### src/verilog/input_decoder_cfg.svh
// Purpose: constants for the multifunction input decoder
// Assumes: 32-bit APB, word aligned registers
// Notes: offsets are byte addresses
`ifndef INPUT_DECODER_CFG_SVH
`define INPUT_DECODER_CFG_SVH

`define REG_STATUS_OFFSET 12'h000
`define REG_FILTER_OFFSET 12'h004
`define REG_FUNC_OFFSET 12'h008
`define REG_CONTROL_OFFSET 12'h00C
`define REG_COMMAND_OFFSET 12'h010
`define REG_SEQSTEP_OFFSET 12'h014
`define FILTER_RESET 8'h0F
`define FILTER_UNIT_US 500
`define CLK_MHZ 20
`define FILTER_UNIT_CYC ((`FILTER_UNIT_US * `CLK_MHZ))
`define INTERLOCK_MS 50
`define INTERLOCK_CYC ((`INTERLOCK_MS * 1000 * `CLK_MHZ))
`define SEQ_STEPS 8
`define FUNC_RESET 30'h0
`define CTRL_RESET 8'h00

`endif

### src/verilog/input_decoder_pkg.sv
// Purpose: types for the multifunction input decoder
// Assumes: nothing
// Notes: function codes are per general input
package input_decoder_pkg;
	typedef enum logic [4:0] {
		FN_NONE = 5'h00, FN_RAMP0 = 5'h01, FN_RAMP1 = 5'h02, FN_RAMP2 = 5'h03,
		FN_BRAKE = 5'h04, FN_EXCHANGE = 5'h05, FN_THREE_WIRE = 5'h06,
		FN_TRIP_NO = 5'h07, FN_TRIP_NC = 5'h08, FN_ICLEAR = 5'h09,
		FN_OPEN_LOOP = 5'h0A, FN_MAIN_DRIVE = 5'h0B, FN_ANA_HOLD = 5'h0C,
		FN_FREEZE = 5'h0D, FN_ALT_GAIN = 5'h0E, FN_SEQ0 = 5'h0F,
		FN_SEQ1 = 5'h10, FN_SEQ2 = 5'h11, FN_MANUAL = 5'h12, FN_GO_STEP = 5'h13,
		FN_HOLD_STEP = 5'h14, FN_REF_SWAP = 5'h15
	} func_t;
	typedef enum logic [1:0] {
		XS_DRIVE = 2'b00, XS_GAP_TO_MAINS = 2'b01, XS_MAINS = 2'b11, XS_GAP_TO_DRIVE = 2'b10
	} xchg_t;
	typedef enum logic [1:0] {
		SQ_IDLE = 2'b00, SQ_RUN = 2'b01, SQ_WAIT = 2'b11, SQ_HOLD = 2'b10
	} seq_t;
endpackage

### src/verilog/input_decoder.sv
// Purpose: multifunction input terminal decoder and sequencer
// Assumes: APB slave, single clock, contact inputs asynchronous
// Notes: analog path and motor control live elsewhere
//
// Notes on behaviour
// [RQ1] three ramp bits select one of eight pairs
// [RQ2] injection brake only while stopped and closed
// [RQ3] dead interval between line select changes
// [RQ4] speed search active during whole exchange
// [RQ5] three-wire latches start, stop freezes ramp
// [RQ6] open-contact trip active high latches fault
// [RQ7] closed-contact trip active low latches fault
// [RQ8] integral clear forces integral to zero
// [RQ9] open-loop switch accepted only while stopped
// [RQ10] main-drive source switch only while stopped
// [RQ11] analog hold freezes frequency while asserted
// [RQ12] ramp freeze suspends accel and decel
// [RQ13] gain swap uses alternate proportional gain
// [RQ14] sequence select decodes five sequences
// [RQ15] sequence runs all steps, estop aborts
// [RQ16] manual switch accepted only while stopped
// [RQ17] external step advance in stepped mode
// [RQ18] step hold keeps final step frequency; code ends the sequence instead in stepped mode
// [RQ19] fault reset clears latched faults
// [RQ20] emergency stop cuts output at once
// [RQ21] reference swap selects current analog input; code keeps the previous selection while emergency stop is active
// [RQ22] nine-bit terminal status word
// [RQ23] filter time is constant times half millisecond
// [RQ24] synchronous sampling, per-input function assignment
`timescale 1ns/1ps
`include "input_decoder_cfg.svh"
module input_decoder #(
	parameter int INTERLOCK_CYCLES = `INTERLOCK_CYC,
	parameter int STEP_TIME_CYCLES = 20000
) (
	input wire logic clk_sys,
	input wire logic rst_n,
	input wire logic psel,
	input wire logic penable,
	input wire logic pwrite,
	input wire logic [11:0] paddr,
	input wire logic [31:0] pwdata,
	output logic [31:0] prdata,
	output logic pready,
	output logic pslverr,
	input wire logic [5:0] generalInput,
	input wire logic reverseRunInput,
	input wire logic forward_run_input,
	input wire logic jogInput,
	input wire logic resetInput,
	input wire logic emergency_stop_input,
	input wire logic driveStopped,
	output logic [2:0] rampSelect,
	output logic injection_brake_request,
	output logic drive_line_select,
	output logic mains_line_select,
	output logic speedSearch,
	output logic outputCutoff,
	output logic faultLatched,
	output logic integral_clear,
	output logic openLoop,
	output logic localSource,
	output logic freqHold,
	output logic ramp_freeze,
	output logic alt_proportional_gain,
	output logic currentRefSelect,
	output logic runCommand,
	output logic [2:0] sequenceNumber,
	output logic [2:0] sequenceStep,
	output logic sequenceActive,
	output logic manualMode
);
	// ------------------------------------------------------------
	// terminal filtering
	// ------------------------------------------------------------
	localparam int NTERM = 11;
	localparam int CNT_W = 24;
	logic [7:0] filterConst;
	logic [29:0] funcMap;
	logic [7:0] control;
	logic [NTERM-1:0] raw;
	logic [NTERM-1:0] lvl;
	logic [CNT_W-1:0] window;

	assign raw = {emergency_stop_input, resetInput, jogInput, forward_run_input,
		reverseRunInput, generalInput};
	// window = constant times half-millisecond unit
	assign window = CNT_W'(filterConst * `FILTER_UNIT_CYC); // [RQ23]

	genvar gi;
	generate
		for (gi = 0; gi < NTERM; gi++) begin : g_filt
			input_filter #(.CNT_W(CNT_W)) u_filt ( // [RQ24]
				.clk_sys(clk_sys),
				.rst_n(rst_n),
				.rawIn(raw[gi]),
				.window(window),
				.level(lvl[gi])
			);
		end
	endgenerate

	// ------------------------------------------------------------
	// function routing
	// ------------------------------------------------------------
	logic [31:0] fn;
	always_comb begin
		fn = '0;
		for (int i = 0; i < 6; i++) begin
			if (lvl[i]) begin
				fn[funcMap[i*5 +: 5]] = 1'b1; // [RQ24]
			end
		end
	end

	// trip-b contact: missing closure means asserted
	logic tripNcOpen;
	always_comb begin
		tripNcOpen = 1'b0;
		for (int i = 0; i < 6; i++) begin
			if (funcMap[i*5 +: 5] == 5'(input_decoder_pkg::FN_TRIP_NC) && !lvl[i]) begin
				tripNcOpen = 1'b1; // [RQ7]
			end
		end
	end

	logic estop;
	logic fwdRun;
	assign estop = lvl[10];
	assign fwdRun = lvl[7];

	// ------------------------------------------------------------
	// faults and stop
	// ------------------------------------------------------------
	logic tripEvent;
	assign tripEvent = fn[input_decoder_pkg::FN_TRIP_NO] | tripNcOpen; // [RQ6]
	always_ff @(posedge clk_sys) begin
		if (!rst_n) begin
			faultLatched <= 1'b0;
		end else if (tripEvent) begin
			faultLatched <= 1'b1; // [RQ6]
		end else if (lvl[9]) begin
			faultLatched <= 1'b0; // [RQ19]
		end
	end

	always_ff @(posedge clk_sys) begin
		if (!rst_n) begin
			outputCutoff <= 1'b0;
		end else begin
			outputCutoff <= estop | tripEvent | faultLatched; // [RQ20]
		end
	end

	// ------------------------------------------------------------
	// simple command outputs
	// ------------------------------------------------------------
	logic stopped;
	assign stopped = driveStopped;
	logic threeWire;
	logic runLatch;
	assign threeWire = control[0];

	always_ff @(posedge clk_sys) begin
		if (!rst_n) begin
			rampSelect <= 3'h0;
			injection_brake_request <= 1'b0;
			integral_clear <= 1'b0;
			freqHold <= 1'b0;
			ramp_freeze <= 1'b0;
			alt_proportional_gain <= 1'b0;
			currentRefSelect <= 1'b0;
		end else begin
			rampSelect <= {fn[input_decoder_pkg::FN_RAMP2], fn[input_decoder_pkg::FN_RAMP1],
				fn[input_decoder_pkg::FN_RAMP0]}; // [RQ1]
			injection_brake_request <= stopped & fn[input_decoder_pkg::FN_BRAKE]; // [RQ2]
			integral_clear <= fn[input_decoder_pkg::FN_ICLEAR]; // [RQ8]
			freqHold <= fn[input_decoder_pkg::FN_ANA_HOLD] & ~control[1]; // [RQ11]
			// stop push-button open in three-wire freezes the ramp for one cycle, until runLatch clears
			ramp_freeze <= fn[input_decoder_pkg::FN_FREEZE] // [RQ12]
				| (threeWire & ~fn[input_decoder_pkg::FN_THREE_WIRE] & runLatch); // [RQ5]
			alt_proportional_gain <= fn[input_decoder_pkg::FN_ALT_GAIN]; // [RQ13]
			currentRefSelect <= lvl[10] ? currentRefSelect : fn[input_decoder_pkg::FN_REF_SWAP]; // [RQ21]
		end
	end

	// mode switches sampled only while stopped
	always_ff @(posedge clk_sys) begin
		if (!rst_n) begin
			openLoop <= 1'b0;
			localSource <= 1'b0;
			manualMode <= 1'b0;
		end else if (stopped) begin
			openLoop <= fn[input_decoder_pkg::FN_OPEN_LOOP]; // [RQ9]
			localSource <= fn[input_decoder_pkg::FN_MAIN_DRIVE]; // [RQ10]
			manualMode <= fn[input_decoder_pkg::FN_MANUAL]; // [RQ16]
		end
	end

	// three-wire: start latches, stop contact opening releases
	always_ff @(posedge clk_sys) begin
		if (!rst_n) begin
			runLatch <= 1'b0;
		end else if (estop || !fn[input_decoder_pkg::FN_THREE_WIRE]) begin
			runLatch <= 1'b0; // [RQ5]
		end else if (fwdRun) begin
			runLatch <= 1'b1; // [RQ5]
		end
	end

	always_ff @(posedge clk_sys) begin
		if (!rst_n) begin
			runCommand <= 1'b0;
		end else begin
			runCommand <= ~estop & ~faultLatched & (threeWire ? runLatch : fwdRun); // [RQ20]
		end
	end

	// ------------------------------------------------------------
	// line exchange
	// ------------------------------------------------------------
	input_decoder_pkg::xchg_t xs;
	logic [31:0] gapCount;
	logic xreq;
	assign xreq = fn[input_decoder_pkg::FN_EXCHANGE];

	always_ff @(posedge clk_sys) begin
		if (!rst_n) begin
			xs <= input_decoder_pkg::XS_DRIVE;
			gapCount <= '0;
		end else begin
			case (xs)
				input_decoder_pkg::XS_DRIVE: begin
					gapCount <= '0;
					if (xreq) xs <= input_decoder_pkg::XS_GAP_TO_MAINS;
				end
				input_decoder_pkg::XS_GAP_TO_MAINS: begin
					gapCount <= gapCount + 1;
					if (gapCount >= 32'(INTERLOCK_CYCLES - 1)) begin
						xs <= input_decoder_pkg::XS_MAINS; // [RQ3]
					end
				end
				input_decoder_pkg::XS_MAINS: begin
					gapCount <= '0;
					if (!xreq) xs <= input_decoder_pkg::XS_GAP_TO_DRIVE;
				end
				input_decoder_pkg::XS_GAP_TO_DRIVE: begin
					gapCount <= gapCount + 1;
					if (gapCount >= 32'(INTERLOCK_CYCLES - 1)) begin
						xs <= input_decoder_pkg::XS_DRIVE; // [RQ3]
					end
				end
				default: xs <= input_decoder_pkg::XS_DRIVE;
			endcase
		end
	end

	always_ff @(posedge clk_sys) begin
		if (!rst_n) begin
			drive_line_select <= 1'b0;
			mains_line_select <= 1'b0;
			speedSearch <= 1'b0;
		end else begin
			drive_line_select <= (xs == input_decoder_pkg::XS_DRIVE); // [RQ3]
			mains_line_select <= (xs == input_decoder_pkg::XS_MAINS); // [RQ3]
			speedSearch <= (xs != input_decoder_pkg::XS_DRIVE) | xreq; // [RQ4]
		end
	end

	// ------------------------------------------------------------
	// auto sequence
	// ------------------------------------------------------------
	input_decoder_pkg::seq_t sq;
	logic [2:0] selCode;
	logic [2:0] decoded;
	logic [31:0] stepCount;
	logic goPrev;
	logic goEdge;
	logic steppedMode;
	assign selCode = {fn[input_decoder_pkg::FN_SEQ2], fn[input_decoder_pkg::FN_SEQ1],
		fn[input_decoder_pkg::FN_SEQ0]};
	assign steppedMode = control[2];
	assign goEdge = fn[input_decoder_pkg::FN_GO_STEP] & ~goPrev;

	always_comb begin
		case (selCode)
			3'b001: decoded = 3'h1; // [RQ14]
			3'b010: decoded = 3'h2;
			3'b100: decoded = 3'h3;
			3'b011: decoded = 3'h4;
			3'b101: decoded = 3'h5;
			default: decoded = 3'h0;
		endcase
	end

	always_ff @(posedge clk_sys) begin
		if (!rst_n) begin
			goPrev <= 1'b0;
		end else begin
			goPrev <= fn[input_decoder_pkg::FN_GO_STEP];
		end
	end

	always_ff @(posedge clk_sys) begin
		if (!rst_n) begin
			sq <= input_decoder_pkg::SQ_IDLE;
			sequenceStep <= 3'h0;
			sequenceNumber <= 3'h0;
			stepCount <= '0;
		end else if (estop) begin
			sq <= input_decoder_pkg::SQ_IDLE; // [RQ15]
			sequenceStep <= 3'h0;
			stepCount <= '0;
		end else begin
			case (sq)
				input_decoder_pkg::SQ_IDLE: begin
					stepCount <= '0;
					sequenceStep <= 3'h0;
					if (!manualMode && decoded != 3'h0 && fwdRun) begin
						sequenceNumber <= decoded; // [RQ14]
						sq <= input_decoder_pkg::SQ_RUN;
					end
				end
				input_decoder_pkg::SQ_RUN: begin
					if (steppedMode) begin
						if (goEdge) sq <= input_decoder_pkg::SQ_WAIT; // [RQ17]
					end else begin
						stepCount <= stepCount + 1;
						if (stepCount >= 32'(STEP_TIME_CYCLES - 1)) begin
							sq <= input_decoder_pkg::SQ_WAIT;
						end
					end
				end
				input_decoder_pkg::SQ_WAIT: begin
					stepCount <= '0;
					if (sequenceStep == 3'(`SEQ_STEPS - 1)) begin
						if (!steppedMode && fn[input_decoder_pkg::FN_HOLD_STEP]) begin
							sq <= input_decoder_pkg::SQ_HOLD; // [RQ18]
						end else begin
							sq <= input_decoder_pkg::SQ_IDLE; // [RQ15]
						end
					end else begin
						sequenceStep <= sequenceStep + 3'h1; // [RQ17]
						sq <= input_decoder_pkg::SQ_RUN;
					end
				end
				input_decoder_pkg::SQ_HOLD: begin
					if (!fn[input_decoder_pkg::FN_HOLD_STEP]) sq <= input_decoder_pkg::SQ_IDLE;
				end
				default: sq <= input_decoder_pkg::SQ_IDLE;
			endcase
		end
	end

	always_ff @(posedge clk_sys) begin
		if (!rst_n) begin
			sequenceActive <= 1'b0;
		end else begin
			sequenceActive <= (sq != input_decoder_pkg::SQ_IDLE) && !estop; // [RQ15]
		end
	end

	// ------------------------------------------------------------
	// apb registers
	// ------------------------------------------------------------
	logic [8:0] status;
	logic wrEn;
	logic known;
	// status bits: general inputs, reverse, forward, jog
	assign status = lvl[8:0]; // [RQ22]
	assign wrEn = psel & penable & pwrite;
	assign known = (paddr == `REG_STATUS_OFFSET) || (paddr == `REG_FILTER_OFFSET)
		|| (paddr == `REG_FUNC_OFFSET) || (paddr == `REG_CONTROL_OFFSET)
		|| (paddr == `REG_COMMAND_OFFSET) || (paddr == `REG_SEQSTEP_OFFSET);

	always_ff @(posedge clk_sys) begin
		if (!rst_n) begin
			filterConst <= `FILTER_RESET;
			funcMap <= `FUNC_RESET;
			control <= `CTRL_RESET;
		end else if (wrEn) begin
			if (paddr == `REG_FILTER_OFFSET) filterConst <= pwdata[7:0];
			if (paddr == `REG_FUNC_OFFSET) funcMap <= pwdata[29:0];
			if (paddr == `REG_CONTROL_OFFSET) control <= pwdata[7:0];
		end
	end

	always_ff @(posedge clk_sys) begin
		if (!rst_n) begin
			pready <= 1'b0;
			pslverr <= 1'b0;
			prdata <= 32'h0;
		end else begin
			pready <= psel & ~penable;
			pslverr <= psel & ~penable & ~known;
			if (psel && !penable && !pwrite) begin
				case (paddr)
					`REG_STATUS_OFFSET: prdata <= {23'h0, status};
					`REG_FILTER_OFFSET: prdata <= {24'h0, filterConst};
					`REG_FUNC_OFFSET: prdata <= {2'h0, funcMap};
					`REG_CONTROL_OFFSET: prdata <= {24'h0, control};
					`REG_COMMAND_OFFSET: prdata <= {16'h0, runCommand, outputCutoff,
						faultLatched, speedSearch, mains_line_select, drive_line_select,
						injection_brake_request, integral_clear, openLoop, localSource,
						freqHold, ramp_freeze, alt_proportional_gain, currentRefSelect,
						manualMode, sequenceActive};
					`REG_SEQSTEP_OFFSET: prdata <= {24'h0, 2'h0, sequenceNumber, sequenceStep};
					default: prdata <= 32'h0;
				endcase
			end
		end
	end
endmodule

### src/verilog/input_filter.sv
// Purpose: two-flop sync plus debounce of one terminal
// Assumes: filter constant times unit ticks
// Notes: output changes after input is stable for the window
`timescale 1ns/1ps
module input_filter #(
	parameter int CNT_W = 24
) (
	input wire logic clk_sys,
	input wire logic rst_n,
	input wire logic rawIn,
	input wire logic [CNT_W-1:0] window,
	output logic level
);
	logic syncA;
	logic syncB;
	logic [CNT_W-1:0] count;

	always_ff @(posedge clk_sys) begin
		if (!rst_n) begin
			syncA <= 1'b0;
			syncB <= 1'b0;
		end else begin
			syncA <= rawIn;
			syncB <= syncA;
		end
	end

	always_ff @(posedge clk_sys) begin
		if (!rst_n) begin
			count <= '0;
			level <= 1'b0;
		end else if (syncB == level) begin
			count <= '0;
		end else if (count >= window) begin
			level <= syncB;
			count <= '0;
		end else begin
			count <= count + 1'b1;
		end
	end
endmodule
### config.mk
export PLATFORM = sky130hd
export DESIGN_NAME = input_decoder
export DESIGN_NICKNAME = d
export VERILOG_FILES = /design/src/verilog/input_decoder_pkg.sv /design/src/verilog/input_decoder.sv /design/src/verilog/input_filter.sv
export VERILOG_INCLUDE_DIRS = /design/src /design/src/verilog
export SDC_FILE = /design/constraint.sdc
export NUM_CORES = 1
export LEC_CHECK = 0
export ABC_AREA = 1
export BUFFER_PORTS_ARGS = -buffer_cell sky130_fd_sc_hd__buf_4
export CAP_MARGIN = 15
export CORE_MARGIN = 2
export CORE_UTILIZATION = 45
export CTS_BUF_LIST = sky130_fd_sc_hd__clkbuf_16
export DETAILED_ROUTE_END_ITERATION = 8
export SLEW_MARGIN = 10
export SYNTH_ARGS = -nofsm -noshare
export SYNTH_HDL_FRONTEND = slang
export SYNTH_SLANG_ARGS = --single-unit
### constraint.sdc
create_clock -name clk_sys -period 15.9 [get_ports clk_sys]
set_input_delay 1.59 -clock clk_sys [delete_from_list [all_inputs] [get_ports clk_sys]]
set_output_delay 1.59 -clock clk_sys [all_outputs]
set_load 0.02 [all_outputs]
* Word level (Yosys, flattened, before mapping) *
Cells that the tools add are included.

cells by class
  muxes and demuxes = 47
  order comparisons = 25
  reduce and logical (&&, ||, !) cells = 80
  bitwise operators = 40
  $mul = 1
  equality and inequality tests = 44
  add/sub/neg operators = 14

operators with widths
  cell                                                                 number
  adder 24 x 1 -> 24 bit, second input constant                        11
  greater-or-equal comparator 24 x 22 -> 1 bit                         11
  one-hot mux 30 bit (6 select lines)                                  1
  two-way mux 22 bit                                                   6
  one-hot mux 32 bit (2 select lines)                                  2
  OR 22 bit                                                            5
  adder 32 x 1 -> 32 bit, second input constant                        2
  less-than comparator 5 x 6 -> 1 bit, second input constant           6
  OR reduction 3 bit                                                   11
  greater-or-equal comparator 32 x 15 -> 1 bit, second input constant  1
  greater-or-equal comparator 32 x 20 -> 1 bit, second input constant  1
  two-way mux 32 bit                                                   1
  AND reduction 2 bit                                                  16
  demux 1 bit (select 5 bit)                                           6
  equality test 5 x 4 -> 1 bit, second input constant                  6
  greater-or-equal comparator 5 x 1 -> 1 bit, second input constant    6
  equality test 12 x 4 -> 1 bit, second input constant                 2
  equality test 12 x 5 -> 1 bit, second input constant                 2
  two-way mux 2 bit                                                    11
  inverter 1 bit                                                       19
  logical AND 1 bit                                                    18
  multiplier 8 x 10 -> 18 bit, second input constant                   1
  != test 2 bit, second input constant                                 8
  one-hot mux 2 bit (4 select lines)                                   2
  other kinds (24)                                                     96

word-level totals
  bits in registers = 472
  bits of input ports = 61
  logic and storage cells = 326
  output and inout port bits = 59

* Depth between registers and ports, before layout *
Gate-level depths: netlist (run 1).

  depth after elaboration = 22
  gate-level depth with buffers = 25
  mapped depth without buffers = 25

* Cells and area by module *
Synthesis (run 1) repeated with hierarchy kept, for this count alone.

second synthesis, totals
  cells, all modules = 4532
  area, all modules = 31702.9 um2

modules (own cells, without submodules)
  module                               cells each  area an instance (um2)  instances
  input_filter (g_filt[0].u_filt ...)  277         1954.4                  10
  input_decoder                        1473        10179.8                 1
  input_filter (g_filt[9].u_filt)      289         1979.4                  1

* Worst setup path before layout (run 1) *
OpenSTA, ideal clock, no wires.

  path kind = register -> register
  start = reg filterConst[5]
  end = reg g_filt[3].u_filt.count[10]
  path slack = 10.829 ns
  data arrival time = 5.001 ns
  library setup time = 0.070 ns
  buffers on the path = 1
  stages on the path, launching flop included = 22
  path through = dfxtp_1 -> fa_1 -> fa_1 -> ha_1 -> inv_1 -> fa_1 -> inv_1 -> ha_1 -> nand4_1 -> o221ai_1 -> a21oi_1 -> o21bai_1 -> a21o_1 -> a21oi_1 -> ha_1 -> and3_1 -> nand3_1 -> inv_1 -> nor2_1 -> nand4_1 -> buf_2 -> a21oi_1

between the ends
  longest elaborated chain between the ends = 3

RTL lines
  what                                          line                  text
  start: declaration                            input_decoder.sv:78   logic [7:0] filterConst;
  start signal: assignment                      input_decoder.sv:378  filterConst <= `FILTER_RESET;
  start signal: assignment                      input_decoder.sv:382  if (paddr == `REG_FILTER_OFFSET) filterConst <= pwdata[7:0];
  multiplier 8 x 10 -> 18 bit (no line)         -
  greater-or-equal comparator 24 x 22 -> 1 bit  input_filter.sv:34    end else if (count >= window) begin
  OR reduction 3 bit (no line)                  -
  end signal: assignment                        input_filter.sv:38    count <= count + 1'b1;
  end: declaration                              input_filter.sv:16    logic [CNT_W-1:0] count;

No other way between the ends.
A chain may end at the register's enable or synchronous reset.

* Worst setup path in the final report (run 1) *
  start = reg filterConst[0]
  end = reg g_filt[2].u_filt.count[19]

between the ends
  longest elaborated chain between the ends = 3

RTL lines
  what                                          line
  multiplier 8 x 10 -> 18 bit (no line)         -
  greater-or-equal comparator 24 x 22 -> 1 bit  input_filter.sv:34
  OR reduction 3 bit (no line)                  -
  end signal: assignment                        input_filter.sv:38
  end: declaration                              input_filter.sv:16

No other way between the ends.

==> impl_metrics.json, run 1 <==
{
  "status": "complete, no violations",
  "synthTopCellsByCount": "583 x inv_1, 518 x nand2_1, 470 x dfxtp_1",
  "ant_nets": 0,
  "leakagePower_nw": 12.9,
  "total_power_mw": 2.59,
  "fin_crit_sh": 0.391,
  "grt_pass1_wl_um": 119000,
  "hp-class": "reg -> reg",
  "cts-root-buf": "clkbuf_16",
  "met2_length_um": 33500,
  "dp_hpwl_um": 54700,
  "routed_wl_um": 75000,
  "post_cts_buffers": 0,
  "max_stage_delay_ps": 910,
  "ios": 120,
  "critPathArrivalTime_ps": 6730,
  "p_int_mw": 1.98,
  "finalHoldViolations": 0,
  "final-setup-viol-count": 0,
  "post-route-util": 0.513,
  "min_path_cells": 2,
  "netlist_area_um2": 28100,
  "met3WireLength_um": 3780,
  "rows": 91,
  "postCtsResizedCells": 0,
  "synth_most_common_cell": "inv_1",
  "area.growth.synth_to_final_pct": 12.7,
  "syn_avg_cell_area_um2": 7.54,
  "pwr-share-clk": 0.493,
  "fp.dieH_um": 254,
  "viasPerCell": 5.10,
  "rr_worst_depth": 23,
  "place_area_um2": 29800,
  "drt_iter0_drc": 1343,
  "multi_input_area_um2": 16100,
  "ys_async_sr_fraction": 0,
  "switchingPower_uw": 609,
  "synth_top_area_cell": "dfxtp_1",
  "tightest_slew_ps": 1160,
  "ys_ff_latch": 470,
  "gp_congestion": 0.952,
  "top_layer": "met4",
  "coreArea_um2": 61700,
  "yosys-top-cells-area": "dfxtp_1 34%, ha_1 12%, inv_1 7.8%, nand2_1 6.9%, nand3_1 4.5%",
  "grt_pass1_vias": 22800,
  "die_w_um": 254,
  "timing.fmax_mhz": 161,
  "cp-end-kind": "register",
  "syn_inst": 3722,
  "cpMaxStageDelayCell": "xor2_2",
  "ys.flop_type": "dfxtp_1",
  "clock-sinks": 470,
  "p_seq_frac": 0.464,
  "cts_tree": "built",
  "drv_cap": 0,
  "finalClockSkew_ps": 18.1,
  "fill_cells": 6234,
  "insertion_delay_ps": 620,
  "ys_types": 63,
  "synth_edf_count": 0,
  "crit_top_cell": "inv_1",
  "path_clk_slew_ps": 60,
  "clock_path_buffers": 3,
  "drc": 0,
  "rsz0062_at_grt": "no",
  "pwr-share-comb": 0.044,
  "cp.required_ps": 16410,
  "drive_gt1_frac": 0.124,
  "crit_buf_inv": 6,
  "synth.yosys.warnings": 0,
  "yosysTopAreaCellShare": 0.335,
  "dieArea_um2": 64400,
  "final_area_um2": 31600,
  "grt_overflow": 0,
  "crit_fanout": 23,
  "initial_core_util": 0.455,
  "numCtsBuffers": 56,
  "instances_no_fill": 4745,
  "final_net_count": 4194,
  "critPathKind": "reg -> reg",
  "seq_area_um2": 9410,
  "ir_worst_vdd_v": 0.0000770,
  "start_kind": "register",
  "placedCellCount": 4639,
  "powerDensity_nw_per_um2": 81.9,
  "cts_htree_levels": 2,
  "ys_seq_area_frac": 0.335,
  "grt_max_degree": 61,
  "ctsHoldBuffers": 0,
  "crit_family": "adder cells",
  "crit_chain": "buf_4, ha_1, ha_1, inv_1, fa_1, inv_1, ha_1, inv_1, fa_1, inv_1, nand3_1, nand2_2, a21o_1, a21oi_1, xor2_2, ha_1, nand2_1, nor2_1, nand3_1, inv_1, nor2_2, nand4_2, a21oi_1",
  "slew_headroom": 0.225,
  "finalCriticalPeriod_ps": 6220,
  "antenna_found_initial": 1,
  "grt_use_total": 0.234,
  "drv_slew": 0,
  "cp_num_cells": 23,
  "port_buffers": 115,
  "wire_per_inst_um": 15.8,
  "power_switching_share": 0.235,
  "via_count": 24200,
  "drt-pass1-iter-count": 5,
  "setup_tns_ps": 0,
  "wl_met1_um": 34400
}
-- layout make-up --
| type | instances | share of cell area |
|---|---|---|
| clock inverters | 46 | 0.0116 |
| well taps | 837 | 0.0331 |
| multi-input cells | 2612 | 0.510 |
| clock buffers | 58 | 0.0459 |
| repair buffers | 134 | 0.0320 |
| diodes | 1 | 0.0000791 |
| flip-flops and latches | 470 | 0.297 |
| inverters | 587 | 0.0697 |
-- flip-flops by register name, summed over array words and instances, names as in the netlist, 2 cells and up --
name,count
sequenceStep,3
sq,2
filterConst,8
g_filt.u_filt.count,264
g_filt.u_filt.level,11
xs,2
stepCount,32
prdata,30
g_filt.u_filt.syncB,11
gapCount,32
g_filt.u_filt.syncA,11
control,8
sequenceNumber,3
rampSelect,3
funcMap,30
-- worst register-to-register path, delay by kind of cell (launching register included) --
family / cells / cell delay (ps)
buffers and inverters: 6 / 670
flip-flops: 1 / 600
AND/OR/NAND/NOR: 7 / 1260
adder cells (fa/ha/maj): 6 / 1940
AO/OA/AOI/OAI: 3 / 740
XOR/XNOR: 1 / 910
-- path summary, 6_finish.rpt --
check / startpoint / slack [ps] / end
max reg2reg: filterConst[0]$_SDFFE_PN1P_ / 9680 / g_filt[2].u_filt.count[19]$_SDFF_PP0_
min reg2reg: g_filt[3].u_filt.syncA$_SDFF_PN0_ / 410 / g_filt[3].u_filt.syncB$_SDFF_PN0_
max: filterConst[0]$_SDFFE_PN1P_ / 9680 / g_filt[2].u_filt.count[19]$_SDFF_PP0_
min: g_filt[3].u_filt.syncA$_SDFF_PN0_ / 410 / g_filt[3].u_filt.syncB$_SDFF_PN0_
-- cell families (layout without fill, tap and decap cells) --
group / count (synthesis) / count (layout) / share of synthesized area
other: 1 / 14 / 0.000134
xor gates and xnor gates: 211 / 211 / 0.0659
adders and majority gates: 272 / 272 / 0.124
DFF: 470 / 470 / 0.335
and+or+nand+nor: 1603 / 1603 / 0.279
AOI/OAI and AO/OA: 513 / 513 / 0.102
buffers and inverters: 652 / 825 / 0.0937
-- per-layer routing --
metal / vias to the layer above / track usage
met3: 178 / 0.0353
met1: 11000 / 0.307
met4: 0 / 0.101
li1: 12500 / -
met2: 486 / 0.380
met5: - / 0
-- metrics by stage --
step | worst slack, ps | hold WS [ps]
CTS | 9530 | 413
floorplan | 10830 | 390
global route | 9200 | 439
finish | 9680 | 410
detailed placement | 9570 | 399
global placement | 9590 | 399
-- power groups by stage --
stage / combinational (mW) / clock [mW] / sequential [mW]
2_1_floorplan: 0.0690 / 0 / 1.23
3_3_place_gp: 0.113 / 0 / 1.23
3_5_place_dp: 0.113 / 0 / 1.23
4_1_cts: 0.114 / 1.31 / 1.20
5_1_grt: 0.127 / 1.36 / 1.20
6_report: 0.113 / 1.28 / 1.20
-- placed cells by master, fill, tap and decap left out, types with 17 or more instances in the layout --
cell type,synthesis,final
inv_1,583,590
nand2_1,518,517
dfxtp_1,470,470
nor2_1,301,300
ha_1,260,260
nand3_1,250,250
a21oi_1,249,248
nor2_2,186,187
o21ai_0,147,147
buf_4,4,133
xor2_1,137,132
nand4_1,99,99
nor3_1,95,95
xnor2_1,74,71
clkbuf_16,0,58
nor4_1,43,43
o22ai_1,34,34
nor3_2,23,23
clkinv_1,1,20
nand3b_1,17,17
Note: power is estimated with default switching activity, not from simulation.
==> run 2, diff against run 1 <==
clock period = 6.1 ns   (was 15.9 ns; I/O delays follow)
==> impl_metrics.json, run 2 (synthesis results as in run 1) <==
{
  "insertion_delay_ps": 620,
  "viasPerCell": 5.06,
  "leakagePower_nw": 12.9,
  "most-common-layout-cells": "594 x inv_1, 517 x nand2_1, 470 x dfxtp_1",
  "drt_iter0_drc": 1723,
  "ios": 120,
  "die_w_um": 254,
  "drv_cap": 0,
  "cts_tree": "built",
  "clock_path_buffers": 3,
  "crit_fanout": 23,
  "status": "complete, no violations",
  "coreArea_um2": 61700,
  "setup_tns_ps": 0,
  "finalClockSkew_ps": 17.6,
  "drv_slew": 0,
  "initial_core_util": 0.455,
  "layout_setup_ws_ps": 472,
  "port_buffers": 115,
  "cp-end-kind": "register",
  "antenna_found_initial": 1,
  "rsz0062_at_grt": "no",
  "numCtsBuffers": 55,
  "finalHoldViolations": 0,
  "drt-pass1-iter-count": 5,
  "max_stage_delay_ps": 530,
  "cpMaxStageDelayCell": "fa_1",
  "mostFrequentLayoutCell": "inv_1",
  "total_power_mw": 6.55,
  "grt_max_degree": 89,
  "largest_register_ffs": 264,
  "ant_nets": 0,
  "routed_wl_um": 74500,
  "rows": 91,
  "postCtsResizedCells": 0,
  "finalCriticalPeriod_ps": 5630,
  "cts-root-buf": "clkbuf_16",
  "reg.largest.list": "g_filt.u_filt.count: 264 flops, gapCount: 32 flops, stepCount: 32 flops",
  "critPathKind": "reg -> reg",
  "via_count": 24100,
  "regMostFlops": "g_filt.u_filt.count",
  "pre_cts_ws_ps": 513,
  "grt_overflow": 0,
  "hp-class": "in -> reg",
  "wire_per_inst_um": 15.7,
  "final_net_count": 4215,
  "dp_hpwl_um": 55000,
  "grt_use_total": 0.232,
  "cts_htree_levels": 2,
  "ctsHoldBuffers": 0,
  "crit_chain": "fa_1, fa_1, ha_1, inv_1, fa_1, inv_1, ha_1, nand4_1, o221ai_1, a21oi_1, o21bai_1, a21o_1, a21oi_2, buf_4, ha_1, and3_1, nand3_1, inv_1, nor2_2, nand4_2, buf_4, a21oi_1",
  "tightest_slew_ps": 1010,
  "dieArea_um2": 64400,
  "post_cts_buffers": 0,
  "clock-sinks": 470,
  "final-setup-viol-count": 0,
  "grt_pass1_vias": 22100,
  "drive_gt1_frac": 0.127,
  "grt_pass1_wl_um": 118000,
  "slew_headroom": 0.327,
  "area.growth.synth_to_final_pct": 12.9,
  "drc": 0,
  "fp.dieH_um": 254,
  "fin_crit_sh": 0.923,
  "powerDensity_nw_per_um2": 207,
  "start_kind": "register",
  "path_clk_slew_ps": 60,
  "gp_congestion": 0.964,
  "cp.required_ps": 6640,
  "ir_worst_vdd_v": 0.000251,
  "critPathArrivalTime_ps": 6170,
  "timing.fmax_mhz": 178
}
run 2: changes by cell type in the layout (fill, tap and decap cells not counted):
cell	delta
buf_4	+20
clkinv_1	-5
inv_1	+4
buf_12	+3
bufinv_16	-3
clkinvlp_4	-2
buf_8	-1
clkbuf_16	-1
clkinv_8	-1
inv_6	-1
run 2: final cells by class:
| class | count | area [um2] |
|---|---|---|
| Clock inverter | 38 | 234 |
| Tap cell | 837 | 1050 |
| Antenna cell | 1 | 2.50 |
| Multi-Input combinational cell | 2612 | 16100 |
| Fill cell | 6260 | 30000 |
| Inverter | 587 | 2200 |
| Clock buffer | 57 | 1430 |
| Timing Repair Buffer | 156 | 1210 |
| Sequential cell | 470 | 9410 |
run 2: routing by layer:
layer | global-route usage | vias to the layer above | routed length (um)
met4 | 0.0798 | 0 | 2520
li1 | - | 12600 | -
met2 | 0.372 | 471 | 33200
met5 | 0 | - | 0
met1 | 0.313 | 10900 | 34900
met3 | 0.0395 | 133 | 3870
run 2: metrics by stage:
step | utilization | hold WS, ps | cells | cell area [um2]
after detailed placement | 0.486 | 404 | 4662 | 30000
after floorplan | - | 390 | 3734 | 28100
after CTS | 0.513 | 145 | 4757 | 31700
after global placement | 0.486 | 404 | 4662 | 30000
after global routing | 0.513 | 174 | 4758 | 31700
final | 0.513 | 178 | 4758 | 31700
run 2: final timing paths:
path / depth (start not counted) / slack, ps / from / to
min reg2reg: 2 / 400 / g_filt[2].u_filt.syncA$_SDFF_PN0_ / g_filt[2].u_filt.syncB$_SDFF_PN0_
min: 3 / 180 / generalInput[3] / g_filt[3].u_filt.syncA$_SDFF_PN0_
max reg2reg: 22 / 470 / filterConst[7]$_SDFFE_PN0P_ / g_filt[5].u_filt.count[19]$_SDFF_PP0_
max: 22 / 470 / filterConst[7]$_SDFFE_PN0P_ / g_filt[5].u_filt.count[19]$_SDFF_PP0_
run 2: critical path: cells and delay by family, from the launching register on:
kind,cells,cell delay [ps]
flops,1,480
compound gates,6,1130
simple gates,5,690
fa+ha+maj,6,2480
buf+inv,5,760
run 2: where the power goes:
| part | switching (mW) | internal (mW) | leakage [nW] | total (mW) |
|---|---|---|---|---|
| combinational | 0.199 | 0.0999 | 8.25 | 0.299 |
| clock | 1.33 | 1.79 | 0.864 | 3.12 |
| sequential | 0.0256 | 3.10 | 3.80 | 3.13 |
| total | 1.55 | 4.99 | 12.9 | 6.55 |
==> run 3, diff against run 2 <==
PLACE_DENSITY_LB_ADDON = 0.05   (was default)
==> impl_metrics.json, run 3 (synthesis results as in run 1) <==
{
  "drc": 0,
  "crit_chain": "fa_1, fa_1, ha_1, inv_1, fa_1, inv_1, ha_1, nand4_1, o221ai_1, a21oi_1, o21bai_1, a21o_1, a21oi_2, buf_4, ha_1, and3_1, nand3_1, inv_1, nor2_2, nand4_2, buf_4, nor2_2",
  "port_buffers": 115,
  "endpoint": "g_filt[5].u_filt.count[16]$_SDFF_PP0_",
  "final_net_count": 4215,
  "leakagePower_nw": 13.0,
  "coreArea_um2": 61700,
  "grt_overflow": 0,
  "initial_core_util": 0.455,
  "cts-root-buf": "clkbuf_16",
  "critPathArrivalTime_ps": 6120,
  "gp_congestion": 0.931,
  "area.growth.synth_to_final_pct": 13.3,
  "max_stage_delay_ps": 530,
  "drv_cap": 0,
  "rrSetupSlack_ps": 540,
  "final-setup-viol-count": 0,
  "postCtsResizedCells": 0,
  "cts_tree": "built",
  "num_antenna_cells": 0,
  "dieArea_um2": 64400,
  "antenna_found_initial": 0,
  "grt_pass1_wl_um": 119000,
  "reg2reg_from": "filterConst[6]$_SDFFE_PN0P_",
  "hp-class": "in -> reg",
  "total_power_mw": 6.77,
  "r2r_end": "g_filt[5].u_filt.count[16]$_SDFF_PP0_",
  "post_cts_buffers": 0,
  "fill_cells": 6238,
  "ctsHoldBuffers": 0,
  "dp_hpwl_um": 56000,
  "ios": 120,
  "slew_headroom": 0.269,
  "rows": 91,
  "start_kind": "register",
  "rr_worst_depth": 22,
  "timing.fmax_mhz": 180,
  "numCtsBuffers": 55,
  "critPathKind": "reg -> reg",
  "mostFrequentLayoutCell": "inv_1",
  "powerDensity_nw_per_um2": 213,
  "wire_per_inst_um": 15.8,
  "setup_tns_ps": 0,
  "cp-end-kind": "register",
  "tightest_slew_ps": 1090,
  "finalClockSkew_ps": 19.4,
  "critPathLaunch": "filterConst[6]$_SDFFE_PN0P_",
  "drt-pass1-iter-count": 5,
  "die_w_um": 254,
  "largest_register_ffs": 264,
  "cpMaxStageDelayCell": "fa_1",
  "clock_path_buffers": 3,
  "viasPerCell": 5.06,
  "drt_iter0_drc": 1367,
  "regMostFlops": "g_filt.u_filt.count",
  "fp.dieH_um": 254,
  "ant_nets": 0,
  "grt_use_total": 0.233,
  "cp.required_ps": 6650,
  "cts_htree_levels": 2,
  "via_count": 24100,
  "status": "complete, no violations",
  "crit_fanout": 16,
  "grt_max_degree": 49,
  "drv_slew": 0,
  "finalHoldViolations": 0,
  "most-common-layout-cells": "597 x inv_1, 517 x nand2_1, 470 x dfxtp_1",
  "path_clk_slew_ps": 60,
  "reg.largest.list": "g_filt.u_filt.count: 264 flops, gapCount: 32 flops, stepCount: 32 flops",
  "drive_gt1_frac": 0.127,
  "rsz0062_at_grt": "no",
  "grt_pass1_vias": 22500,
  "fin_crit_sh": 0.912,
  "ir_worst_vdd_v": 0.000229,
  "insertion_delay_ps": 610,
  "routed_wl_um": 75100,
  "finalCriticalPeriod_ps": 5560,
  "clock-sinks": 470
}
[run 3: cell count changes in the layout (fill, tap and decap cells not counted)]
cell / delta
clkinv_8: +1
inv_1: +3
diode_2: -1
buf_12: -2
clkbuf_16: -1
buf_4: +2
clkinv_1: +2
clkinvlp_4: +5
clkinv_2: -9
inv_6: +1
bufinv_16: +5
[run 3: report_power, final]
part / internal (mW) / switching, mW / total [mW]
Sequential: 3.10 / 0.0249 / 3.13
Combinational: 0.101 / 0.202 / 0.304
Clock: 1.99 / 1.35 / 3.34
Total: 5.20 / 1.58 / 6.77
[run 3: area by class of cell]
cell class              instances  area [um2]  area share
clock buffers                  56        1400      0.0441
flip-flops and latches        470        9410       0.296
clock inverters                46         420      0.0132
repair buffers                156        1180      0.0372
well taps                     837        1050      0.0329
inverters                     587        2200      0.0693
multi-input cells            2612       16100       0.507
[run 3: metal layers]
layer,routed length (um),global-route usage
met1,36400,0.322
met2,33700,0.383
met3,3510,0.0326
met4,1430,0.0555
met5,0,0
[run 3: worst max-delay path, delay by kind of cell (launching register included)]
kind / cells / cell delay (ps)
buffers and inverters: 5 / 600
adder cells (fa/ha/maj): 6 / 2500
AO/OA/AOI/OAI: 5 / 1000
AND/OR/NAND/NOR: 6 / 890
flip-flops: 1 / 490
[run 3: per-stage QoR]
stage           util  cells  hold slack (ps)  instance area (um2)  setup WS [ps]
6_report       0.515   4764              179                31800            537
5_1_grt        0.515   4764              146                31800            106
4_1_cts        0.515   4764              136                31800            525
3_5_place_dp   0.486   4662              395                30000            551
3_3_place_gp   0.486   4662              395                30000            581
2_1_floorplan      -   3734              390                28100           1030
[run 3: how the worst min path moves through the flow]
stage	endpoint	slack, ps	startpoint	cells past startpoint
final	g_filt[0].u_filt.syncA$_SDFF_PN0_	180	generalInput[0]	3
after global routing	g_filt[0].u_filt.syncA$_SDFF_PN0_	150	generalInput[0]	3
after CTS	g_filt[0].u_filt.syncA$_SDFF_PN0_	140	generalInput[0]	3
after detailed placement	g_filt[9].u_filt.syncB$_SDFF_PN0_	390	g_filt[9].u_filt.syncA$_SDFF_PN0_	2
after global placement	g_filt[3].u_filt.syncB$_SDFF_PN0_	390	g_filt[3].u_filt.syncA$_SDFF_PN0_	2
after floorplan	g_filt[0].u_filt.syncB$_SDFF_PN0_	390	g_filt[0].u_filt.syncA$_SDFF_PN0_	2
